$ cat src/core/serial_cfg_pkg.sv
// constants, encodings and state types of the host serial port
// assumes a single 10 MHz clock and synchronous active-high reset
// Operation
// - codes 0..8 pick standard rates, reset 9600
// - values 0x4B0..0x3D090 are literal bit rates
// - literal rate rounded, achieved value stored
// - new rate drives receiver and transmitter
// - rate readback shows the stored value
// - serial rate never touches radio rate
// - parity none, even, odd, mark; reset none
// - received parity never checked or rejected
// - packet sent after configured silence time
// - full payload sends packet immediately
// - zero timeout forwards each character alone
// - cts pin off, flow, input, low, high
// - function 6 low while transmitting
// - function 7 high while transmitting
// - framed mode off means raw silence-delimited bytes
package serial_cfg_pkg;
    // clock
    localparam int          CLK_PERIOD_NS = 100;
    localparam logic [23:0] CLK_HZ        = 24'h98_9680; // 10 MHz
    // rate setting
    localparam logic [19:0] STD_CODE_MAX = 20'h0_0008;
    localparam logic [19:0] RATE_LIT_MIN = 20'h0_04B0;
    localparam logic [19:0] RATE_LIT_MAX = 20'h3_D090;
    localparam logic [19:0] RATE_RESET   = 20'h0_0003;
    localparam logic [15:0] DIV_RESET    = 16'h0412; // 10 MHz / 9600
    localparam logic [19:0] STD_RATE [0:8] = '{
        20'h0_04B0, 20'h0_0960, 20'h0_12C0, 20'h0_2580, 20'h0_4B00,
        20'h0_9600, 20'h0_E100, 20'h1_C200, 20'h3_8400};
    localparam logic [4:0]  DIV_STEPS    = 5'h18; // quotient bits
    // parity setting
    localparam logic [1:0]  PAR_NONE  = 2'h0;
    localparam logic [1:0]  PAR_EVEN  = 2'h1;
    localparam logic [1:0]  PAR_ODD   = 2'h2;
    localparam logic [1:0]  PAR_MARK  = 2'h3;
    localparam logic [1:0]  PAR_RESET = 2'h0;
    // packetizer
    localparam logic [7:0]  TIMEOUT_RESET = 8'h03;
    localparam int          BUF_AW        = 7;
    localparam logic [7:0]  BUF_DEPTH     = 8'h80;
    localparam logic [7:0]  MAX_PAYLOAD   = 8'h64;
    localparam logic [7:0]  NEAR_FULL     = 8'h70;
    localparam logic [3:0]  BITS_NO_PAR   = 4'hA; // start, 8 data, stop
    // flow pin functions
    localparam logic [2:0]  PIN_OFF    = 3'h0;
    localparam logic [2:0]  PIN_FLOW   = 3'h1;
    localparam logic [2:0]  PIN_DIN    = 3'h3;
    localparam logic [2:0]  PIN_LOW    = 3'h4;
    localparam logic [2:0]  PIN_HIGH   = 3'h5;
    localparam logic [2:0]  PIN_485_LO = 3'h6;
    localparam logic [2:0]  PIN_485_HI = 3'h7;
    localparam logic [2:0]  CTS_FN_RESET = PIN_FLOW;
    localparam logic [2:0]  RTS_FN_RESET = PIN_OFF;
    // states
    typedef enum logic [2:0] {
        R_IDLE = 3'b001, R_DIV1 = 3'b010, R_DIV2 = 3'b100
    } rate_state_t;
    typedef enum logic [2:0] {
        RX_IDLE = 3'b001, RX_START = 3'b010, RX_DATA = 3'b100
    } rx_state_t;
    typedef enum logic [2:0] {
        D_IDLE = 3'b001, D_FETCH = 3'b010, D_SEND = 3'b100
    } drain_state_t;
endpackage

$ cat src/core/rx_buffer_mem.sv
// serial receive buffer storage, one write and one read port
// assumes the caller keeps pointers in range and never overfills
`timescale 1ns/1ps
module rx_buffer_mem (
    input  wire logic                              sys_clk_i,
    input  wire logic                              wr_en_i,
    input  wire logic [serial_cfg_pkg::BUF_AW-1:0] wr_addr_i,
    input  wire logic [7:0]                        wr_data_i,
    input  wire logic                              rd_en_i,
    input  wire logic [serial_cfg_pkg::BUF_AW-1:0] rd_addr_i,
    output logic      [7:0]                        rd_data_o
);
    import serial_cfg_pkg::*;
    logic [7:0] mem [0:(1<<BUF_AW)-1]; // byte storage

    // write port and registered read port
    always_ff @(posedge sys_clk_i) begin
        if (wr_en_i) begin
            mem[wr_addr_i] <= wr_data_i;
        end
        if (rd_en_i) begin
            rd_data_o <= mem[rd_addr_i];
        end
    end
endmodule

$ cat src/core/host_serial_port_config.sv
// host serial port: rate, parity, packetizer and flow pins
// assumes host pins already synchronous to sys_clk_i
`timescale 1ns/1ps
module host_serial_port_config (
    input  wire logic                sys_clk_i,
    input  wire logic                rst_i,
    input  wire logic                rate_wr_i,
    input  wire logic                parity_wr_i,
    input  wire logic                timeout_wr_i,
    input  wire logic                cts_fn_wr_i,
    input  wire logic                rts_fn_wr_i,
    input  wire logic [19:0]         cfg_wdata_i,
    input  wire logic                framed_mode_i,
    output logic      [19:0]         interface_rate_setting_o,
    output logic                     rate_busy_o,
    output logic      [1:0]          parity_setting_o,
    output logic      [7:0]          packet_silence_timeout_o,
    output logic      [2:0]          cts_pin_function_o,
    output logic      [2:0]          rts_pin_function_o,
    input  wire logic                uart_rx_i,
    output logic                     uart_tx_o,
    output logic                     rf_tx_valid_o,
    output logic      [7:0]          rf_tx_data_o,
    output logic                     rf_tx_last_o,
    input  wire logic                rf_tx_ready_i,
    input  wire logic                rf_rx_valid_i,
    input  wire logic [7:0]          rf_rx_data_i,
    output logic                     rf_rx_ready_o,
    input  wire logic                flow_pin_seven_i,
    output logic                     flow_pin_seven_o,
    output logic                     flow_pin_seven_oe_o,
    output logic                     flow_pin_seven_din_o,
    input  wire logic                flow_pin_six_i,
    output logic                     flow_pin_six_o,
    output logic                     flow_pin_six_oe_o,
    output logic                     flow_pin_six_din_o
);
    import serial_cfg_pkg::*;

    rate_state_t  rst_q, rst_d;       // rate engine state
    logic [19:0]  rate_q, rate_d;     // stored rate setting
    logic [19:0]  pend_q, pend_d;     // code awaiting completion
    logic         code_q, code_d;     // standard code in flight
    logic [15:0]  div_q, div_d;       // clocks per bit
    logic [23:0]  divd_q, divd_d;     // dividend shifter
    logic [19:0]  dvsr_q, dvsr_d;     // divisor
    logic [20:0]  rem_q, rem_d;       // partial remainder
    logic [23:0]  quo_q, quo_d;       // quotient
    logic [4:0]   it_q, it_d;         // steps left
    logic [1:0]   par_q, par_d;       // parity setting
    logic [7:0]   to_q, to_d;         // silence timeout
    logic [2:0]   cfn_q, cfn_d;       // cts pin function
    logic [2:0]   rfn_q, rfn_d;       // rts pin function
    logic [20:0]  rem_n;              // shifted remainder
    logic         ge;                 // divisor fits

    // rate engine: code lookup or literal rounding by division
    always_comb begin
        rst_d = rst_q; rate_d = rate_q; pend_d = pend_q; code_d = code_q;
        div_d = div_q; divd_d = divd_q; dvsr_d = dvsr_q; rem_d = rem_q;
        quo_d = quo_q; it_d = it_q;
        rem_n = {rem_q[19:0], divd_q[23]};
        ge = rem_n >= {1'b0, dvsr_q};
        unique case (rst_q)
            R_IDLE: begin
                // unsupported values leave everything unchanged
                if (rate_wr_i && cfg_wdata_i <= STD_CODE_MAX) begin
                    code_d = 1'b1;
                    pend_d = cfg_wdata_i;
                    dvsr_d = STD_RATE[cfg_wdata_i[3:0]];
                    rst_d  = R_DIV1;
                end else if (rate_wr_i && cfg_wdata_i >= RATE_LIT_MIN &&
                             cfg_wdata_i <= RATE_LIT_MAX) begin
                    code_d = 1'b0;
                    dvsr_d = cfg_wdata_i;
                    rst_d  = R_DIV1;
                end
                divd_d = CLK_HZ + {5'h00, dvsr_d[19:1]}; // rounded quotient
                rem_d  = '0;
                quo_d  = '0;
                it_d   = DIV_STEPS;
            end
            default: begin
                // one restoring-division step per clock
                rem_d  = ge ? rem_n - {1'b0, dvsr_q} : rem_n;
                quo_d  = {quo_q[22:0], ge};
                divd_d = {divd_q[22:0], 1'b0};
                it_d   = it_q - 5'h01;
                if (it_q == 5'h01 && rst_q == R_DIV1) begin
                    div_d = quo_d[15:0];
                    if (code_q) begin
                        rate_d = pend_q;
                        rst_d  = R_IDLE;
                    end else begin
                        // achieved rate from the chosen divider
                        dvsr_d = {4'h0, quo_d[15:0]};
                        divd_d = CLK_HZ + {9'h000, quo_d[15:1]};
                        rem_d  = '0;
                        it_d   = DIV_STEPS;
                        rst_d  = R_DIV2;
                    end
                end else if (it_q == 5'h01) begin
                    rate_d = quo_d[19:0];
                    rst_d  = R_IDLE;
                end
            end
        endcase
        par_d = parity_wr_i ? cfg_wdata_i[1:0] : par_q;
        to_d  = timeout_wr_i ? cfg_wdata_i[7:0] : to_q;
        cfn_d = cts_fn_wr_i ? cfg_wdata_i[2:0] : cfn_q;
        rfn_d = rts_fn_wr_i ? cfg_wdata_i[2:0] : rfn_q;
    end

    // rate and settings registers
    always_ff @(posedge sys_clk_i) begin
        if (rst_i) begin
            rst_q <= R_IDLE; rate_q <= RATE_RESET; pend_q <= RATE_RESET;
            code_q <= 1'b1; div_q <= DIV_RESET; divd_q <= '0;
            dvsr_q <= '0; rem_q <= '0; quo_q <= '0; it_q <= '0;
            par_q <= PAR_RESET; to_q <= TIMEOUT_RESET;
            cfn_q <= CTS_FN_RESET; rfn_q <= RTS_FN_RESET;
        end else begin
            rst_q <= rst_d; rate_q <= rate_d; pend_q <= pend_d;
            code_q <= code_d; div_q <= div_d; divd_q <= divd_d;
            dvsr_q <= dvsr_d; rem_q <= rem_d; quo_q <= quo_d; it_q <= it_d;
            par_q <= par_d; to_q <= to_d; cfn_q <= cfn_d; rfn_q <= rfn_d;
        end
    end

    // readback shows stored values; no radio rate exists here
    assign interface_rate_setting_o = rate_q;
    assign rate_busy_o              = (rst_q != R_IDLE);
    assign parity_setting_o         = par_q;
    assign packet_silence_timeout_o = to_q;
    assign cts_pin_function_o       = cfn_q;
    assign rts_pin_function_o       = rfn_q;

    logic [3:0]  nbits;               // bits per character
    assign nbits = BITS_NO_PAR + {3'h0, par_q != PAR_NONE};

    rx_state_t         rx_q, rx_d;    // receiver state
    logic [15:0]       rc_q, rc_d;    // receiver bit timer
    logic [3:0]        rb_q, rb_d;    // receiver bit index
    logic [7:0]        rs_q, rs_d;    // receive shifter
    logic [11:0]       idle_q, idle_d;// idle bit times
    logic              push;          // byte received
    drain_state_t      dr_q, dr_d;    // packet drain state
    logic [BUF_AW-1:0] wp_q, wp_d, rp_q, rp_d; // buffer pointers
    logic [7:0]        cnt_q, cnt_d;  // buffer fill
    logic [7:0]        rem8_q, rem8_d;// bytes left in packet
    logic              fetch, pop;    // buffer read / consume
    logic [11:0]       thr;           // silence threshold

    // receiver, silence timer, packetizer
    always_comb begin
        rx_d = rx_q; rc_d = rc_q + 16'h0001; rb_d = rb_q; rs_d = rs_q;
        idle_d = idle_q; push = 1'b0;
        unique case (rx_q)
            RX_IDLE: begin
                if (!uart_rx_i) begin
                    rx_d = RX_START; rc_d = '0;
                end else if (rc_q >= div_q - 16'h0001) begin
                    rc_d = '0;
                    if (idle_q != 12'hFFF) idle_d = idle_q + 12'h001;
                end
            end
            RX_START: if (rc_q == {1'b0, div_q[15:1]}) begin
                rx_d = uart_rx_i ? RX_IDLE : RX_DATA;
                rc_d = '0; rb_d = 4'h1;
            end
            default: if (rc_q >= div_q - 16'h0001) begin
                rc_d = '0; rb_d = rb_q + 4'h1;
                if (rb_q <= 4'h8) rs_d = {uart_rx_i, rs_q[7:1]};
                // parity bit is sampled and dropped unchecked
                if (rb_q == nbits - 4'h1) begin
                    push = (cnt_q != BUF_DEPTH);
                    idle_d = '0; rc_d = '0;
                    rx_d = RX_IDLE;
                end
            end
        endcase
        thr = 12'(to_q) * 12'(nbits);
        dr_d = dr_q; rem8_d = rem8_q; rp_d = rp_q; fetch = 1'b0; pop = 1'b0;
        unique case (dr_q)
            D_IDLE: if (cnt_q != 8'h00 && (cnt_q >= MAX_PAYLOAD ||
                    (!framed_mode_i && (to_q == 8'h00 ||
                     idle_q >= thr)))) begin
                rem8_d = (cnt_q >= MAX_PAYLOAD) ? MAX_PAYLOAD : cnt_q;
                dr_d = D_FETCH;
            end
            D_FETCH: begin
                fetch = 1'b1; dr_d = D_SEND;
            end
            default: if (rf_tx_ready_i) begin
                pop = 1'b1; rp_d = rp_q + 1'b1; rem8_d = rem8_q - 8'h01;
                dr_d = (rem8_q == 8'h01) ? D_IDLE : D_FETCH;
            end
        endcase
        wp_d  = push ? wp_q + 1'b1 : wp_q;
        cnt_d = cnt_q + {7'h00, push} - {7'h00, pop};
    end

    // receiver and packetizer registers
    always_ff @(posedge sys_clk_i) begin
        if (rst_i) begin
            rx_q <= RX_IDLE; rc_q <= '0; rb_q <= '0; rs_q <= '0;
            idle_q <= '0; dr_q <= D_IDLE; wp_q <= '0; rp_q <= '0;
            cnt_q <= '0; rem8_q <= '0;
        end else begin
            rx_q <= rx_d; rc_q <= rc_d; rb_q <= rb_d; rs_q <= rs_d;
            idle_q <= idle_d; dr_q <= dr_d; wp_q <= wp_d; rp_q <= rp_d;
            cnt_q <= cnt_d; rem8_q <= rem8_d;
        end
    end

    rx_buffer_mem u_mem (
        .sys_clk_i (sys_clk_i),
        .wr_en_i   (push),
        .wr_addr_i (wp_q),
        .wr_data_i (rs_d),
        .rd_en_i   (fetch),
        .rd_addr_i (rp_q),
        .rd_data_o (rf_tx_data_o)
    );
    assign rf_tx_valid_o = (dr_q == D_SEND);
    assign rf_tx_last_o  = (dr_q == D_SEND) && (rem8_q == 8'h01);

    logic [10:0] ts_q, ts_d;          // transmit shifter
    logic [3:0]  tb_q, tb_d;          // bits left to send
    logic [15:0] tc_q, tc_d;          // transmit bit timer
    logic        tx_q, tx_d;          // serial output
    logic        hold;                // host asks to pause
    logic        pb;                  // parity bit to send
    logic        c_q, c_d, ce_q, ce_d, ci_q, ci_d; // cts pin
    logic        r_q, r_d, re_q, re_d, ri_q, ri_d; // rts pin

    assign hold = (rfn_q == PIN_FLOW) && flow_pin_six_i;
    assign rf_rx_ready_o = (tb_q == 4'h0) && !hold;

    // transmitter and pin functions
    always_comb begin
        ts_d = ts_q; tb_d = tb_q; tc_d = tc_q + 16'h0001; tx_d = tx_q;
        unique case (par_q)
            PAR_EVEN: pb = ^rf_rx_data_i;
            PAR_ODD:  pb = ~^rf_rx_data_i;
            default:  pb = 1'b1; // mark, or stop when no parity
        endcase
        if (tb_q == 4'h0) begin
            tx_d = 1'b1;
            if (rf_rx_valid_i && !hold) begin
                ts_d = {2'b11, pb, rf_rx_data_i}; // start bit goes out now
                tb_d = nbits; tc_d = '0; tx_d = 1'b0;
            end
        end else if (tc_q >= div_q - 16'h0001) begin
            tc_d = '0; tb_d = tb_q - 4'h1;
            tx_d = (tb_q == 4'h1) ? 1'b1 : ts_q[0];
            ts_d = {1'b1, ts_q[10:1]};
        end
        c_d = 1'b0; ce_d = 1'b1;
        unique case (cfn_q)
            PIN_FLOW:   c_d = (cnt_d >= NEAR_FULL);
            PIN_HIGH:   c_d = 1'b1;
            PIN_LOW:    c_d = 1'b0;
            PIN_485_LO: c_d = (tb_d == 4'h0);
            PIN_485_HI: c_d = (tb_d != 4'h0);
            default:    ce_d = 1'b0;                  // off or input
        endcase
        ci_d = (cfn_q == PIN_DIN) && flow_pin_seven_i;
        r_d = (rfn_q == PIN_HIGH);
        re_d = (rfn_q == PIN_HIGH) || (rfn_q == PIN_LOW);
        ri_d = (rfn_q == PIN_DIN) && flow_pin_six_i;
    end

    // transmitter and pin registers
    always_ff @(posedge sys_clk_i) begin
        if (rst_i) begin
            ts_q <= '1; tb_q <= '0; tc_q <= '0; tx_q <= 1'b1;
            c_q <= 1'b0; ce_q <= 1'b1; ci_q <= 1'b0; // cts driven clear
            r_q <= 1'b0; re_q <= 1'b0; ri_q <= 1'b0;
        end else begin
            ts_q <= ts_d; tb_q <= tb_d; tc_q <= tc_d; tx_q <= tx_d;
            c_q <= c_d; ce_q <= ce_d; ci_q <= ci_d;
            r_q <= r_d; re_q <= re_d; ri_q <= ri_d;
        end
    end
    assign uart_tx_o            = tx_q;
    assign flow_pin_seven_o     = c_q;
    assign flow_pin_seven_oe_o  = ce_q;
    assign flow_pin_seven_din_o = ci_q;
    assign flow_pin_six_o       = r_q;
    assign flow_pin_six_oe_o    = re_q;
    assign flow_pin_six_din_o   = ri_q;
endmodule

$ cat config.mk
export PLATFORM = sky130hd
export DESIGN_NAME = host_serial_port_config
export DESIGN_NICKNAME = d
export VERILOG_FILES = /design/src/core/serial_cfg_pkg.sv /design/src/core/rx_buffer_mem.sv /design/src/core/host_serial_port_config.sv
export SDC_FILE = /design/constraint.sdc
export NUM_CORES = 2
export LEC_CHECK = 0
export CAP_MARGIN = 30
export CORE_ASPECT_RATIO = 0.9
export CORE_MARGIN = 1
export CORE_UTILIZATION = 66
export CTS_BUF_LIST = sky130_fd_sc_hd__clkbuf_4
export DETAILED_ROUTE_END_ITERATION = 6
export DONT_BUFFER_PORTS = 1
export PLACE_DENSITY = 0.85
export REMOVE_ABC_BUFFERS = 1
export SLEW_MARGIN = 0
export SYNTH_ARGS = -nofsm -noshare
export SYNTH_HDL_FRONTEND = slang
export SYNTH_HIERARCHICAL = 1
export SYNTH_SLANG_ARGS = --single-unit
$ cat constraint.sdc
create_clock -name sys_clk_i -period 6.21 [get_ports sys_clk_i]
set_input_delay 0.621 -clock sys_clk_i [delete_from_list [all_inputs] [get_ports sys_clk_i]]
set_output_delay 0.621 -clock sys_clk_i [all_outputs]
set_load 0.02 [all_outputs]
==> results.sh <==
export IMPL_track_usage_pct=32.8
export IMPL_dominantRegCellSynth="edfxtp_1"
export IMPL_clock_sinks=1308
export IMPL_worst_pin_slew_ns=1.06
export IMPL_detail_route_antenna_nets=0
export IMPL_die_h_um=277
export IMPL_cts_path_max_buffers=4
export IMPL_critical_path_startpoint="div_q[5]$_SDFFE_PP0P_"
export IMPL_design_portCount=96
export IMPL_design_final_nets=3932
export IMPL_dr_first_iter_drc_count=4498
export IMPL_netlist_top_cell_by_area="edfxtp_1"
export IMPL_worst_vdd_drop_mv=0.592
export IMPL_ys_seq_area_share_pct=66.1
export IMPL_port_buffer_count=0
export IMPL_chipWidth_um=307
export IMPL_dp_cells=4509
export IMPL_register_to_register_setup_slack_ns=0.36
export IMPL_syn_mean_instance_area_um2=15.7
export IMPL_globalplace_congestion=0.863
export IMPL_dieArea_um2=84900
export IMPL_worst_r2r_startpoint="div_q[5]$_SDFFE_PP0P_"
export IMPL_detail_route_drc_violations=0
export IMPL_ctsHtreeMaxLevel=5
export IMPL_clkSlewWorstSetupHoldPaths_ns=0.07
export IMPL_gr_usage_met3_pct=7.70
export IMPL_ys_async_sr_fraction_pct=0
export IMPL_dp_hpwl_mm=85.3
export IMPL_timing_hold_violations_final=0
export IMPL_clock_skew_final_ns=0.178
export IMPL_grt_max_degree=147
export IMPL_syn2layout_area_growth_pct=10.4
export IMPL_final_hold_worst_slack_ns=0.0553
export IMPL_num_fill_cells=4748
export IMPL_placementRows=100
export IMPL_post_synth_top_area_fraction_pct=56.1
export IMPL_most_frequently_used_cell_type_in_the_post_synthesis_netlist="edfxtp_1"
export IMPL_synth_yosys_warnings=6
export IMPL_leakage_power_summed_over_all_cells_uw=0.0208
export IMPL_worstHoldPathType="in -> reg"
export IMPL_unrepaired_setup_endpoints_after_global_routing="no"
export IMPL_cp_end_kind="flip-flop"
export IMPL_antenna_found_initial=6
export IMPL_postRouteWirelength_mm=138
export IMPL_effective_utilization_at_floorplan_pct=66.7
export IMPL_totalPowerFinal_uw=20800
export IMPL_power_density_cell_area_nw_per_um2=340
export IMPL_drv_max_cap_violation_count=0
export IMPL_final_cell_area_um2=61000
export IMPL_reg2reg_depth=16
export IMPL_num_vias=34100
export IMPL_synth_enable_flop_cells=1032
export IMPL_cts_tree="done"
export IMPL_cp_start_kind="flip-flop"
export IMPL_worstReg2RegEnd="u_mem/mem[105][1]$_DFFE_PP_"
export IMPL_register_bit_total_from_synthesis=1308
export IMPL_min_period_over_period_pct=94.1
export IMPL_synth_top_cells_by_area="edfxtp_1, mux4_2, dfxtp_1, ha_1, nor2_1"
export IMPL_crit_path_end="u_mem/mem[105][1]$_DFFE_PP_"
export IMPL_preCtsSetupSlack_ns=0.383
export IMPL_timing_critical_path_fanout_max=9
export IMPL_slew_viol_final=0
export IMPL_drive_above_1_share_pct=23.1
export IMPL_cp_required_ns=6.90
export IMPL_groute_layer_met2_usage_pct=51.5
export IMPL_run_status="complete, no violations"
export IMPL_wl_per_cell_um=26.9
export IMPL_floorplan_core_area_um2=82800
export IMPL_drt_pass1_iter_count=6
export IMPL_kind_of_critical_path="reg -> reg"
export IMPL_worst_endpoint_arrival_ns=6.54
export IMPL_synthTopCellsByCount="edfxtp_1, nor2_1, mux4_2, dfxtp_1, nand2_1"
export IMPL_layoutNonFillerInstCount=5116
export IMPL_finish_stage_setup_viols=0
export IMPL_gr_usage_met1_pct=43.4
export IMPL_route_detailed_vias_per_inst=6.67
export IMPL_synth_cell_type_count=78
export IMPL_syn_inst=3514
export IMPL_worst_case_headroom_to_the_max_slew_limit_pct=28.4
export IMPL_synth_cell_area_um2=55300
export IMPL_top_usage_layer="met2"
export IMPL_worst_slack_ns=0.364
export IMPL_grt_first_pass_wirelength_mm=207
export IMPL_place_area_um2=56500
export IMPL_timing_final_crit_period_ns=5.85
export IMPL_overall_overflow_remaining_after_global_route=0
export IMPL_worstSkewPairLatency_ns=1.24
export IMPL_ctsRootBufferMaster="clkbuf_4"
export IMPL_cts_buffers_inserted=328
export IMPL_maxClockFrequency_mhz=171
export IMPL_vias_in_the_first_global_route=34100
## cells in the final DEF, fill, tap and decap left out, types with 18 or more instances in the layout
cell type,synthesis,final
nand4_1,20,20
dfxtp_1,276,272
xor2_1,49,49
nor2_1,350,347
a311oi_1,25,25
mux2i_1,49,49
a21o_1,29,29
edfxtp_1,1032,1032
ha_1,120,120
nand3_1,67,66
clkinv_1,0,75
inv_1,100,99
mux4_2,336,336
nand2_1,209,209
xnor2_1,64,64
nor3_1,36,36
o21ai_0,71,70
nor2b_1,27,27
a211oi_1,23,22
and3_1,37,37
and2_1,40,40
dlygate4sd3_1,0,42
clkbuf_4,0,457
a21oi_1,118,118
buf_4,12,47
nand2b_1,21,21
or3_1,18,18
## report_power, final
group	switching [µW]	internal, µW	total (µW)
Combinational	2240	1860	4100
Clock	3390	3510	6900
Sequential	240	9510	9750
## final cells by class
type / instances / area [µm²] / area share, %
clock buffers: 457 / 3430 / 5.62
repair buffers: 105 / 1130 / 1.85
inverters: 100 / 375 / 0.615
clock inverters: 97 / 459 / 0.753
diodes: 6 / 15.0 / 0.0246
well taps: 1122 / 1400 / 2.30
multi-input cells: 1921 / 17700 / 28.9
flip-flops and latches: 1308 / 36500 / 59.9
## cells by family (layout without fill, tap and decap cells)
kind of cell             Yosys count  after routing  share of synthesized area [%]
AO/OA/AOI/OAI                    401            401                           4.80
XOR/XNOR                         114            114                           1.83
adder cells (fa/ha/maj)          127            127                           2.97
buffers and inverters            285            759                           2.11
flip-flops                      1308           1308                           66.1
multiplexers                     402            402                           14.9
other                              0              6                              0
AND/OR/NAND/NOR                  877            877                           7.29
## flip-flops by register name (all words and copies together) (netlist names), 4 cells and up
register                  cells
rem8_q                        8
dvsr_q                       20
pend_q                       20
rc_q                         16
rem_q                        20
packet_silence_timeout_o      8
rs_q                          8
div_q                        16
interface_rate_setting_o     20
u_mem/mem                  1024
wp_q                          7
idle_q                       12
it_q                          5
tb_q                          4
divd_q                       24
tc_q                         16
rp_q                          7
cnt_q                         8
ts_q                          9
quo_q                        19
u_mem/rd_data_o               8
rb_q                          4
## through the flow
step | setup TNS, ns | util, %
detailed placement | 0 | 68.3
global route | 0 | 73.6
floorplan | -88.81 | -
global placement | 0 | 68.1
finish | 0 | 73.7
CTS | 0 | 73.5
## worst max-delay path: stages, from the launching register on
cell	delay [ns]
dfxtp_1	0.37
or4_1	0.68
or2_2	0.37
nor4_2	0.21
nand2_1	0.15
xor2_1	0.18
ha_1	0.31
a21o_1	0.11
a21o_1	0.12
a311oi_1	0.05
o31a_1	0.19
o31ai_2	0.22
nand3_1	0.30
inv_1	0.46
nand3_1	0.47
buf_4	0.41
nor2_1	0.77
## metal layers
metal | routed length (µm) | part of all wire [%] | vias up
met1 | 48500 | 35 | 16800
li1 | - | - | 14300
met3 | 15800 | 11 | 478
met4 | 6780 | 4.9 | 8
met2 | 66400 | 48 | 2457
met5 | 123 | 0.089 | -
## how the worst min path moves through the flow
stage | start | end | slack [ns] | cells past startpoint
4_1_cts | cfg_wdata_i[13] | divd_q[12]$_SDFF_PP0_ | 0.002 | 5
5_1_grt | cfg_wdata_i[13] | divd_q[12]$_SDFF_PP0_ | 0.09 | 5
6_report | cfg_wdata_i[13] | divd_q[12]$_SDFF_PP0_ | 0.06 | 5
3_5_place_dp | divd_q[21]$_SDFF_PP0_ | divd_q[22]$_SDFF_PP0_ | 0.42 | 1
2_1_floorplan | divd_q[17]$_SDFF_PP0_ | divd_q[18]$_SDFF_PP0_ | 0.40 | 2
3_3_place_gp | divd_q[21]$_SDFF_PP0_ | divd_q[22]$_SDFF_PP0_ | 0.41 | 1
## what timing repair did
item,4_1_cts,5_1_grt
setup buffers,0,0
hold buffers,43,0
setup endpoints to repair,0,73
hold endpoints to repair,213,0
gates resized for setup,0,4
Power figures use the tool's default switching activity.
